`config.mk`:
```
export PLATFORM = sky130hd
export DESIGN_NAME = ldcr_top
export DESIGN_NICKNAME = d
export VERILOG_FILES = /design/src/common/ldcr_pkg.sv /design/src/hdl/ldcr_top.sv /design/src/hdl/ldcr_duty_meter.sv
export SDC_FILE = /design/constraint.sdc
export NUM_CORES = 1
export LEC_CHECK = 0
export ABC_AREA = 1
export BUFFER_PORTS_ARGS = -buffer_cell sky130_fd_sc_hd__buf_4
export CAP_MARGIN = 30
export CORE_AREA = 2 2 288 347
export DETAILED_ROUTE_END_ITERATION = 16
export DIE_AREA = 0 0 290 349
export SYNTH_ARGS = -nofsm -noshare
export SYNTH_HDL_FRONTEND = slang
export SYNTH_SLANG_ARGS = --single-unit
export TNS_END_PERCENT = 20
```
`constraint.sdc`:
```
create_clock -name clk_in -period 59 [get_ports clk_in]
set_clock_uncertainty 0.15 [all_clocks]
set_input_delay 5.9 -clock clk_in [delete_from_list [all_inputs] [get_ports clk_in]]
set_output_delay 5.9 -clock clk_in [all_outputs]
set_load 0.01 [all_outputs]
```
`src/common/ldcr_pkg.sv`:
```
// Constants shared by the LED dimming configuration block.
// Assumes a single 50 MHz clock and a synchronous active-low reset.
package ldcr_pkg;
  // ****************************************************************
  // Clock and timing
  // ****************************************************************
  localparam int unsigned CLK_HZ = 50_000_000;
  localparam int unsigned FIXED_DIM_HZ = 26_000;
  localparam logic [10:0] FIXED_DIM_CYC = 11'(CLK_HZ / FIXED_DIM_HZ);
  localparam int unsigned DIM_TIMEOUT_MS = 20;
  localparam int unsigned DIM_TIMEOUT_CYC = CLK_HZ / 1000 * DIM_TIMEOUT_MS;
  localparam int unsigned BOOST_BASE_KHZ = 300;
  localparam int unsigned BOOST_STEP_LO_KHZ = 100;
  localparam int unsigned BOOST_MID_KHZ = 1000;
  localparam int unsigned BOOST_STEP_HI_KHZ = 200;
  localparam logic [3:0] BOOST_MID_CODE = 4'h7;
  localparam logic [3:0] BOOST_TOP_CODE = 4'hc;
  // ****************************************************************
  // Target address and register offsets
  // ****************************************************************
  localparam logic [6:0] TARGET_ADDR = 7'h31;
  localparam logic [7:0] OFS_DIM_SW_CTRL = 8'h00;
  localparam logic [7:0] OFS_BOOST_PROT = 8'h01;
  localparam logic [7:0] OFS_CH_CURRENT = 8'h02;
  localparam logic [7:0] OFS_REG_VOLT = 8'h03;
  // ****************************************************************
  // Reset values
  // ****************************************************************
  localparam logic [7:0] RST_DIM_SW_CTRL = 8'h4c;
  localparam logic [7:0] RST_BOOST_PROT = 8'h76;
  localparam logic [7:0] RST_CH_CURRENT = 8'h92;
  localparam logic [7:0] RST_REG_VOLT = 8'h00;
  // ****************************************************************
  // Field positions
  // ****************************************************************
  localparam int unsigned BIT_MODE_MIXED = 0;
  localparam int unsigned BIT_SRC_REGS = 1;
  localparam int unsigned POS_THR = 2;
  localparam int unsigned BIT_SPREAD = 4;
  localparam int unsigned POS_EDGE = 5;
  localparam int unsigned BIT_FIXED_RATE = 7;
  localparam int unsigned POS_BOOST_FREQ = 0;
  localparam int unsigned BIT_OCP_HIGH = 4;
  localparam int unsigned POS_OVP = 5;
  localparam int unsigned POS_LDO = 5;
  // ****************************************************************
  // Duty levels on a 0..255 scale
  // ****************************************************************
  localparam logic [7:0] DUTY_FULL = 8'hff;
  localparam logic [7:0] THR_6P25 = 8'h10;
  localparam logic [7:0] THR_12P5 = 8'h20;
  localparam logic [7:0] THR_25 = 8'h40;
  typedef enum logic [1:0] {LDCR_PWM, LDCR_DC, LDCR_MIXED} ldcr_mode_t;
endpackage

```
`src/hdl/ldcr_top.sv`:
```
// Configuration registers, I2C target and dimming/boost control logic.
// Assumes SDA/SCL/PWM and the analog comparator trips are asynchronous pins.
`timescale 1ns/100ps
module ldcr_top #(
  parameter int unsigned DIM_TIMEOUT = ldcr_pkg::DIM_TIMEOUT_CYC
) (
  input wire logic clk_in,
  input wire logic nrst_in,
  input wire logic scl_in,
  input wire logic sda_in,
  input wire logic pwm_in,
  input wire logic ocp_trip_in,
  input wire logic ovp_trip_in,
  input wire logic [7:0] reg_brightness_in,
  output logic sda_out_out,
  output logic sda_oe_n_out,
  output logic sink_en_out,
  output logic [7:0] amplitude_out,
  output logic [7:0] channel_current_out,
  output ldcr_pkg::ldcr_mode_t dim_mode_out,
  output logic spread_en_out,
  output logic [1:0] edge_rate_out,
  output logic ocp_high_out,
  output logic [1:0] overvoltage_threshold_out,
  output logic [1:0] ldo_sel_out,
  output logic switch_node_drive_out
);
  import ldcr_pkg::*;

  typedef enum logic [3:0] {S_IDLE, S_ADDR, S_ADDR_ACK, S_PTR, S_PTR_ACK,
    S_WDATA, S_WDATA_ACK, S_RDATA, S_RDATA_ACK} ldcr_i2c_t;

  function automatic logic [7:0] thr_level(input logic [1:0] code);
    unique case (code)
      2'b00: thr_level = 8'h00;
      2'b01: thr_level = THR_6P25;
      2'b10: thr_level = THR_12P5;
      2'b11: thr_level = THR_25;
    endcase
  endfunction

  function automatic logic [11:0] boost_period(input logic [3:0] code);
    int unsigned khz;
    khz = BOOST_MID_KHZ + BOOST_STEP_HI_KHZ * 32'(BOOST_TOP_CODE - BOOST_MID_CODE);
    if (code <= BOOST_MID_CODE)
      khz = BOOST_BASE_KHZ + BOOST_STEP_LO_KHZ * 32'(code);
    else if (code <= BOOST_TOP_CODE)
      khz = BOOST_MID_KHZ + BOOST_STEP_HI_KHZ * 32'(code - BOOST_MID_CODE);
    boost_period = 12'((CLK_HZ / 1000) / khz);
  endfunction

  logic [1:0] scl_q_r, sda_q_r, pwm_q_r, ocp_q_r, ovp_q_r;
  logic scl_d_r, sda_d_r;
  logic scl_s, sda_s, pwm_s, ocp_s, ovp_s;
  logic start_c, stop_c, scl_rise, scl_fall;
  ldcr_i2c_t st_r;
  logic [3:0] bitc_r;
  logic [7:0] sh_r, tx_r, ptr_r;
  logic rw_r, wr_r;
  logic [7:0] wr_data_r;
  logic [7:0] dim_ctrl_r, boost_r, cur_r, volt_r;
  logic [7:0] rd_byte;

  // ****************************************************************
  // Pin synchronisers.
  // ****************************************************************
  always_ff @(posedge clk_in)
  begin
    if (!nrst_in)
    begin
      scl_q_r <= 2'b11;
      sda_q_r <= 2'b11;
      pwm_q_r <= 2'b00;
      ocp_q_r <= 2'b00;
      ovp_q_r <= 2'b00;
      scl_d_r <= 1'b1;
      sda_d_r <= 1'b1;
    end
    else
    begin
      scl_q_r <= {scl_q_r[0], scl_in};
      sda_q_r <= {sda_q_r[0], sda_in};
      pwm_q_r <= {pwm_q_r[0], pwm_in};
      ocp_q_r <= {ocp_q_r[0], ocp_trip_in};
      ovp_q_r <= {ovp_q_r[0], ovp_trip_in};
      scl_d_r <= scl_q_r[1];
      sda_d_r <= sda_q_r[1];
    end
  end

  assign scl_s = scl_q_r[1];
  assign sda_s = sda_q_r[1];
  assign pwm_s = pwm_q_r[1];
  assign ocp_s = ocp_q_r[1];
  assign ovp_s = ovp_q_r[1];
  assign start_c = scl_s && scl_d_r && sda_d_r && !sda_s;
  assign stop_c = scl_s && scl_d_r && !sda_d_r && sda_s;
  assign scl_rise = scl_s && !scl_d_r;
  assign scl_fall = !scl_s && scl_d_r;

  // ****************************************************************
  // I2C target: address, register pointer, then data with auto-increment.
  // ****************************************************************
  always_ff @(posedge clk_in)
  begin
    if (!nrst_in)
    begin
      st_r <= S_IDLE;
      bitc_r <= 4'h0;
      sh_r <= 8'h00;
      tx_r <= 8'h00;
      ptr_r <= 8'h00;
      rw_r <= 1'b0;
      wr_r <= 1'b0;
      wr_data_r <= 8'h00;
      sda_oe_n_out <= 1'b1;
      sda_out_out <= 1'b0;
    end
    else
    begin
      wr_r <= 1'b0;
      sda_out_out <= 1'b0;
      if (start_c)
      begin
        st_r <= S_ADDR;
        bitc_r <= 4'h0;
        sda_oe_n_out <= 1'b1;
      end
      else if (stop_c)
      begin
        st_r <= S_IDLE;
        sda_oe_n_out <= 1'b1;
      end
      else if (scl_rise)
      begin
        if (st_r == S_RDATA_ACK && sda_s)
          st_r <= S_IDLE;
        else if (st_r == S_ADDR || st_r == S_PTR || st_r == S_WDATA || st_r == S_RDATA)
        begin
          sh_r <= {sh_r[6:0], sda_s};
          bitc_r <= bitc_r + 4'h1;
        end
      end
      else if (scl_fall)
      begin
        unique case (st_r)
          S_IDLE: sda_oe_n_out <= 1'b1;
          S_ADDR:
            if (bitc_r == 4'h8)
            begin
              if (sh_r[7:1] == TARGET_ADDR)
              begin
                st_r <= S_ADDR_ACK;
                rw_r <= sh_r[0];
                sda_oe_n_out <= 1'b0;
              end
              else
                st_r <= S_IDLE;
            end
          S_ADDR_ACK:
          begin
            bitc_r <= 4'h0;
            if (rw_r)
            begin
              st_r <= S_RDATA;
              tx_r <= {rd_byte[6:0], 1'b0};
              sda_oe_n_out <= rd_byte[7];
            end
            else
            begin
              st_r <= S_PTR;
              sda_oe_n_out <= 1'b1;
            end
          end
          S_PTR:
            if (bitc_r == 4'h8)
            begin
              ptr_r <= sh_r;
              st_r <= S_PTR_ACK;
              sda_oe_n_out <= 1'b0;
            end
          S_WDATA:
            if (bitc_r == 4'h8)
            begin
              wr_r <= 1'b1;
              wr_data_r <= sh_r;
              st_r <= S_WDATA_ACK;
              sda_oe_n_out <= 1'b0;
            end
          S_PTR_ACK, S_WDATA_ACK:
          begin
            if (st_r == S_WDATA_ACK)
              ptr_r <= ptr_r + 8'h1;
            st_r <= S_WDATA;
            bitc_r <= 4'h0;
            sda_oe_n_out <= 1'b1;
          end
          S_RDATA:
            if (bitc_r == 4'h8)
            begin
              st_r <= S_RDATA_ACK;
              ptr_r <= ptr_r + 8'h1;
              sda_oe_n_out <= 1'b1;
            end
            else
            begin
              tx_r <= {tx_r[6:0], 1'b0};
              sda_oe_n_out <= tx_r[7];
            end
          S_RDATA_ACK:
          begin
            st_r <= S_RDATA;
            bitc_r <= 4'h0;
            tx_r <= {rd_byte[6:0], 1'b0};
            sda_oe_n_out <= rd_byte[7];
          end
        endcase
      end
    end
  end

  function automatic logic [7:0] reg_read(input logic [7:0] ofs);
    unique case (ofs)
      OFS_DIM_SW_CTRL: reg_read = dim_ctrl_r;
      OFS_BOOST_PROT: reg_read = boost_r;
      OFS_CH_CURRENT: reg_read = cur_r;
      OFS_REG_VOLT: reg_read = volt_r;
      default: reg_read = 8'h00;
    endcase
  endfunction

  assign rd_byte = reg_read(ptr_r);

  // ****************************************************************
  // Register file; writes to other offsets are acknowledged and dropped.
  // ****************************************************************
  always_ff @(posedge clk_in)
  begin
    if (!nrst_in)
    begin
      dim_ctrl_r <= RST_DIM_SW_CTRL;
      boost_r <= RST_BOOST_PROT;
      cur_r <= RST_CH_CURRENT;
      volt_r <= RST_REG_VOLT;
    end
    else if (wr_r)
    begin
      if (ptr_r == OFS_DIM_SW_CTRL)
        dim_ctrl_r <= wr_data_r;
      if (ptr_r == OFS_BOOST_PROT)
        boost_r <= wr_data_r;
      if (ptr_r == OFS_CH_CURRENT)
        cur_r <= wr_data_r;
      if (ptr_r == OFS_REG_VOLT)
        volt_r <= wr_data_r;
    end
  end

  // ****************************************************************
  // Static configuration outputs.
  // ****************************************************************
  always_ff @(posedge clk_in)
  begin
    if (!nrst_in)
    begin
      spread_en_out <= 1'b0;
      edge_rate_out <= 2'b00;
      ocp_high_out <= 1'b0;
      overvoltage_threshold_out <= 2'b00;
      ldo_sel_out <= 2'b00;
      channel_current_out <= 8'h00;
    end
    else
    begin
      spread_en_out <= dim_ctrl_r[BIT_SPREAD];
      edge_rate_out <= dim_ctrl_r[POS_EDGE +: 2];
      ocp_high_out <= boost_r[BIT_OCP_HIGH];
      overvoltage_threshold_out <= boost_r[POS_OVP +: 2];
      ldo_sel_out <= volt_r[POS_LDO +: 2];
      channel_current_out <= cur_r;
    end
  end

  // ****************************************************************
  // Dimming signal: pin waveform or an internal 26 kHz generator.
  // ****************************************************************
  logic pin_done;
  logic [7:0] pin_duty;
  logic [10:0] fix_cnt_r;
  logic fix_sig, fixed_rate, src_regs;
  logic [7:0] src_duty, thr;
  logic dsig, dper_done;
  logic [7:0] dly1_r, dly2_r;
  logic [8:0] avg;
  ldcr_mode_t mode;

  ldcr_duty_meter #(.TIMEOUT_CYC(DIM_TIMEOUT)) u_meter (
    .clk_in(clk_in),
    .nrst_in(nrst_in),
    .pwm_in(pwm_s),
    .period_done_out(pin_done),
    .duty_out(pin_duty)
  );

  assign fixed_rate = dim_ctrl_r[BIT_FIXED_RATE];
  assign src_regs = dim_ctrl_r[BIT_SRC_REGS];
  assign src_duty = src_regs ? reg_brightness_in : pin_duty;
  assign fix_sig = {fix_cnt_r, 1'b0} < 12'({4'h0, src_duty} * 12'hf);
  assign dsig = (fixed_rate || src_regs) ? fix_sig : pwm_s;
  assign dper_done = (fixed_rate || src_regs) ? (fix_cnt_r == 11'h0) : pin_done;
  assign thr = thr_level(dim_ctrl_r[POS_THR +: 2]);
  assign avg = {1'b0, dly1_r} + {1'b0, dly2_r};

  always_comb
  begin
    if (!dim_ctrl_r[BIT_MODE_MIXED])
      mode = LDCR_PWM;
    else if (dim_ctrl_r[POS_THR +: 2] == 2'b00)
      mode = LDCR_DC;
    else
      mode = LDCR_MIXED;
  end

  always_ff @(posedge clk_in)
  begin
    if (!nrst_in || fix_cnt_r == FIXED_DIM_CYC - 11'h1)
      fix_cnt_r <= 11'h0;
    else
      fix_cnt_r <= fix_cnt_r + 11'h1;
  end

  // Two-period history of the duty feeds the averaged amplitude.
  always_ff @(posedge clk_in)
  begin
    if (!nrst_in)
    begin
      dly1_r <= 8'h00;
      dly2_r <= 8'h00;
    end
    else if (dper_done)
    begin
      dly1_r <= src_duty;
      dly2_r <= dly1_r;
    end
  end

  // ****************************************************************
  // Current sink enable and amplitude.
  // ****************************************************************
  always_ff @(posedge clk_in)
  begin
    if (!nrst_in)
    begin
      sink_en_out <= 1'b0;
      amplitude_out <= 8'h00;
      dim_mode_out <= LDCR_PWM;
    end
    else
    begin
      dim_mode_out <= mode;
      if (cur_r == 8'h00)
      begin
        sink_en_out <= 1'b0;
        amplitude_out <= 8'h00;
      end
      else if (mode == LDCR_PWM)
      begin
        sink_en_out <= dsig;
        amplitude_out <= DUTY_FULL;
      end
      else if (mode == LDCR_DC || dly2_r >= thr)
      begin
        sink_en_out <= 1'b1;
        amplitude_out <= avg[8:1];
      end
      else
      begin
        sink_en_out <= dsig;
        amplitude_out <= thr;
      end
    end
  end

  // ****************************************************************
  // Boost oscillator and switch with current and voltage protection.
  // ****************************************************************
  logic [11:0] osc_cnt_r;
  logic osc_start;

  assign osc_start = osc_cnt_r == 12'h0;

  always_ff @(posedge clk_in)
  begin
    if (!nrst_in || osc_cnt_r >= boost_period(boost_r[POS_BOOST_FREQ +: 4]) - 12'h1)
      osc_cnt_r <= 12'h0;
    else
      osc_cnt_r <= osc_cnt_r + 12'h1;
  end

  always_ff @(posedge clk_in)
  begin
    if (!nrst_in)
      switch_node_drive_out <= 1'b0;
    else if (ovp_s || ocp_s)
      switch_node_drive_out <= 1'b0;
    else if (osc_start)
      switch_node_drive_out <= 1'b1;
  end
endmodule

```
`src/hdl/ldcr_duty_meter.sv`:
```
// Measures the duty of a synchronised dimming waveform once per period.
// Assumes the input is already on the clk_in domain.
`timescale 1ns/100ps
module ldcr_duty_meter #(
  parameter int unsigned TIMEOUT_CYC = 1_000_000
) (
  input wire logic clk_in,
  input wire logic nrst_in,
  input wire logic pwm_in,
  output logic period_done_out,
  output logic [7:0] duty_out
);
  import ldcr_pkg::*;

  logic pwm_d_r;
  logic [20:0] total_r;
  logic [20:0] high_r;
  logic [20:0] div_tot_r;
  logic [20:0] rem_r;
  logic [7:0] quo_r;
  logic [3:0] step_r;
  logic rise;
  logic timeout;
  logic [20:0] rem_sh;

  assign rise = pwm_in && !pwm_d_r;
  assign timeout = total_r >= 21'(TIMEOUT_CYC);
  assign rem_sh = {rem_r[19:0], 1'b0};

  always_ff @(posedge clk_in)
  begin
    if (!nrst_in)
      pwm_d_r <= 1'b0;
    else
      pwm_d_r <= pwm_in;
  end

  // ****************************************************************
  // Period and high-time counters, restarted at each rising edge.
  // ****************************************************************
  always_ff @(posedge clk_in)
  begin
    if (!nrst_in || rise || timeout)
    begin
      total_r <= 21'h1;
      high_r <= {20'h0, pwm_in};
    end
    else
    begin
      total_r <= total_r + 21'h1;
      high_r <= high_r + {20'h0, pwm_in};
    end
  end

  // ****************************************************************
  // Serial divider: duty = high * 256 / total, one bit per cycle.
  // A stalled pin reports 0 or full duty after the timeout.
  // ****************************************************************
  always_ff @(posedge clk_in)
  begin
    if (!nrst_in)
    begin
      step_r <= 4'h0;
      rem_r <= 21'h0;
      div_tot_r <= 21'h1;
      quo_r <= 8'h0;
      duty_out <= 8'h0;
      period_done_out <= 1'b0;
    end
    else
    begin
      period_done_out <= 1'b0;
      if (timeout)
      begin
        step_r <= 4'h0;
        duty_out <= pwm_in ? DUTY_FULL : 8'h0;
        period_done_out <= 1'b1;
      end
      else if (rise && total_r > 21'h1)
      begin
        step_r <= 4'h8;
        rem_r <= high_r;
        div_tot_r <= total_r;
        quo_r <= 8'h0;
      end
      else if (step_r != 4'h0)
      begin
        step_r <= step_r - 4'h1;
        if (rem_sh >= div_tot_r)
        begin
          rem_r <= rem_sh - div_tot_r;
          quo_r <= {quo_r[6:0], 1'b1};
        end
        else
        begin
          rem_r <= rem_sh;
          quo_r <= {quo_r[6:0], 1'b0};
        end
        if (step_r == 4'h1)
        begin
          duty_out <= (rem_sh >= div_tot_r) ? {quo_r[6:0], 1'b1} : {quo_r[6:0], 1'b0};
          period_done_out <= 1'b1;
        end
      end
    end
  end
endmodule

```
==> results.sh <==
export IMPL_synthArstFlopShare_pct=0
export IMPL_die_w_um=290
export IMPL_floorplan_initialDensity_pct=39.7
export IMPL_combPwrFrac_pct=23.7
export IMPL_ys_warn_count=0
export IMPL_crit_slowest_cell="fa_1"
export IMPL_worstSetupStartpointType="flop"
export IMPL_hold_violations=0
export IMPL_cp_data_arrival_time_ps=60370
export IMPL_cts_max_path_buffers=3
export IMPL_fmax_mhz=16.6
export IMPL_drc=0
export IMPL_setup_viol=12
export IMPL_core_rowCount=126
export IMPL_syn_cell_area_um2=38900
export IMPL_yosysSeqAreaShare_pct=13.2
export IMPL_switching_share_pct=30.4
export IMPL_clk_pin_slew_ps=70
export IMPL_switching_power_uw=140
export IMPL_area_growth_pct=48.6
export IMPL_nets=8346
export IMPL_synthDominantCellAreaShare_pct=18.3
export IMPL_period_needed_ps=60080
export IMPL_violations="setup timing"
export IMPL_firstDrtPassIters=6
export IMPL_overflow=0
export IMPL_drv_cap=0
export IMPL_cts_made_buffers=24
export IMPL_yosys_cell_types_count=87
export IMPL_root_buffer="clkbuf_16"
export IMPL_numPortBuffers=43
export IMPL_p_leak_uw=0.0314
export IMPL_vias_per_cell=5.04
export IMPL_hold_slack_ps=255
export IMPL_first_iter_violations=2437
export IMPL_num_vias=45597
export IMPL_final_max_slew_viol_count=0
export IMPL_fin_ws_ps=-1080
export IMPL_h_tree_depth=1
export IMPL_endpoint_kind="flop"
export IMPL_drive_above_1_share_pct=36.0
export IMPL_routedWlPerCell_um=14.9
export IMPL_clkPwrFrac_pct=36.5
export IMPL_synth_common_cells="1316 x nand2_1, 820 x inv_1, 645 x a21oi_1, 570 x ha_1, 430 x nor2_1"
export IMPL_insertion_delay_ps=530
export IMPL_ys_top_cells_by_area="ha_1 18%, dfxtp_1 13%, nand2_1 13%, a21oi_1 8.3%, inv_1 7.9%"
export IMPL_ant_nets=0
export IMPL_fin_area_um2=57800
export IMPL_min_period_over_period_pct=102
export IMPL_relSlewSlack_pct=29.7
export IMPL_dpl_cell_area_um2=51800
export IMPL_synth_avg_cell_area_um2=6.45
export IMPL_yosysTopAreaCell="ha_1"
export IMPL_antenna_found_initial=1
export IMPL_min_path_type="flop to flop"
export IMPL_synth_edf_count=0
export IMPL_slowest_delay_ps=550
export IMPL_ys_flop_type="dfxtp_1"
export IMPL_syn_inst=6024
export IMPL_path_class="flop to flop"
export IMPL_ir_worst_vdd_mv=0.0258
export IMPL_fp_dieH_um=349
export IMPL_die_area_um2=101000
export IMPL_n_antenna_cell=0
export IMPL_internal_power_uw=320
export IMPL_crit_top_cell="nand2_2"
export IMPL_cts_tree="done"
export IMPL_status="finished with violations"
export IMPL_grt_total_usage_pct=24.7
export IMPL_core_area_um2=97900
export IMPL_grt_pass1_vias=43708
export IMPL_finalWeightedCongestion=0.908
export IMPL_synth_seq_cells=256
export IMPL_postCtsHoldBufs=0
export IMPL_routed_wl_mm=135
export IMPL_power_density_nw_per_um2=7.97
export IMPL_rsz0062_at_grt="yes"
export IMPL_num_io_pins=45
export IMPL_detailed_place_hpwl_mm=98.6
export IMPL_grt_max_degree=77
export IMPL_cp_required_ps=59300
export IMPL_worst_pin_slew_ps=1050
export IMPL_cts_sinks=256
export IMPL_grt_pass1_wl_mm=210
export IMPL_cp_max_fo=11
export IMPL_yosysMostFrequentCell="nand2_1"
export IMPL_pwr_share_seq_pct=39.9
-- layer usage --
layer | global-route usage (%) | part of all wire, % | vias to the layer above
li1 | - | - | 23425
met1 | 28.9 | 42 | 21068
met2 | 47.1 | 51 | 795
met3 | 1.12 | 2.7 | 309
met4 | 9.77 | 4.3 | 0
met5 | 0 | 0 | -
-- final timing paths --
path / cells past startpoint / startpoint / slack (ps) / to
setup / recovery: 474 / boost_r[1] / -1080 / osc_cnt_r[3]
hold reg to reg: 1 / ovp_q_r[1] / 260 / switch_node_drive_out
setup reg to reg: 474 / boost_r[1] / -1080 / osc_cnt_r[3]
hold / removal: 1 / ovp_q_r[1] / 260 / switch_node_drive_out
-- metrics by stage --
stage	std cells	setup TNS (ps)	total power [uW]	utilization [%]	worst slack, ps
6_report	9039	-12460	460	59.0	-1080
5_1_grt	9039	-66090	486	59.0	-5540
4_1_cts	8913	-7580	463	55.5	-668
3_5_place_dp	8754	-35700	295	53.0	-3060
3_3_place_gp	8751	-17210	293	52.9	-1470
2_1_floorplan	6026	0	271	-	5.78
-- kinds of logic after synthesis --
| group | synth area share (%) |
|---|---|
| other | 0.00965 |
| XOR/XNOR | 7.98 |
| adder cells (fa/ha/maj) | 19.3 |
| multiplexers | 0.0837 |
| AND/OR/NAND/NOR | 28.5 |
| buffers and inverters | 10.5 |
| AO/OA/AOI/OAI | 20.4 |
| flip-flops | 13.2 |
-- sequential cells by signal, summed over array words and instances (netlist names), 7 cells and up --
signal and count:
wr_data_r 8, u_meter.high_r 20, u_meter.duty_out 8, osc_cnt_r 12, ptr_r 8, channel_current_out 8
dly2_r 8, dim_ctrl_r 8, u_meter.quo_r 7, cur_r 8, boost_r 8, dly1_r 8
tx_r 7, sh_r 8, u_meter.rem_r 20, u_meter.total_r 21, fix_cnt_r 11, volt_r 8
u_meter.div_tot_r 21, amplitude_out 8
-- cell usage in the layout, fill, tap and decap left out, drive strengths merged, types with 49 or more instances in the layout --
cell,count
buf,1815
nand2,1405
inv,847
a21oi,667
ha,570
nor2,455
o21ai,435
nand3,342
dfxtp,256
xor2,224
xnor2,130
or2,97
o21bai,68
nand4,56
nor3,49
-- critical path, delay by kind of cell, from the launching register on --
family                     cells  cell delay, ps
DFF                            1             370
AOI/OAI and AO/OA            178           24350
muxes                          1             350
buffers and inverters         53            5220
and+or+nand+nor              206           19260
xor gates and xnor gates       1             160
adders and majority gates     35           10050
-- what timing repair did --
item,CTS,global route
gates cloned,6,3
endpoints found under the setup margin,12,12
resized for setup,180,542
setup buffers,110,124
pin swaps,137,395
-- area by class of cell --
class / count / area [um^2]
inverter: 854 / 3290
multi-input combinational: 4787 / 33000
clock inverter: 9 / 153
timing repair inverter: 1 / 8.76
tap: 1280 / 1600
sequential: 256 / 5130
fill: 8953 / 40100
clock buffer: 34 / 689
timing repair buffer: 1818 / 13900
-- power groups by stage --
| stage | Combinational (uW) | Sequential, uW | Clock, uW |
|---|---|---|---|
| after floorplan | 84.8 | 186 | 0 |
| after global placement | 105 | 187 | 0 |
| after detailed placement | 108 | 187 | 0 |
| after CTS | 109 | 184 | 171 |
| after global routing | 125 | 184 | 178 |
| final | 109 | 184 | 168 |
Power figures use the tool's default switching activity.
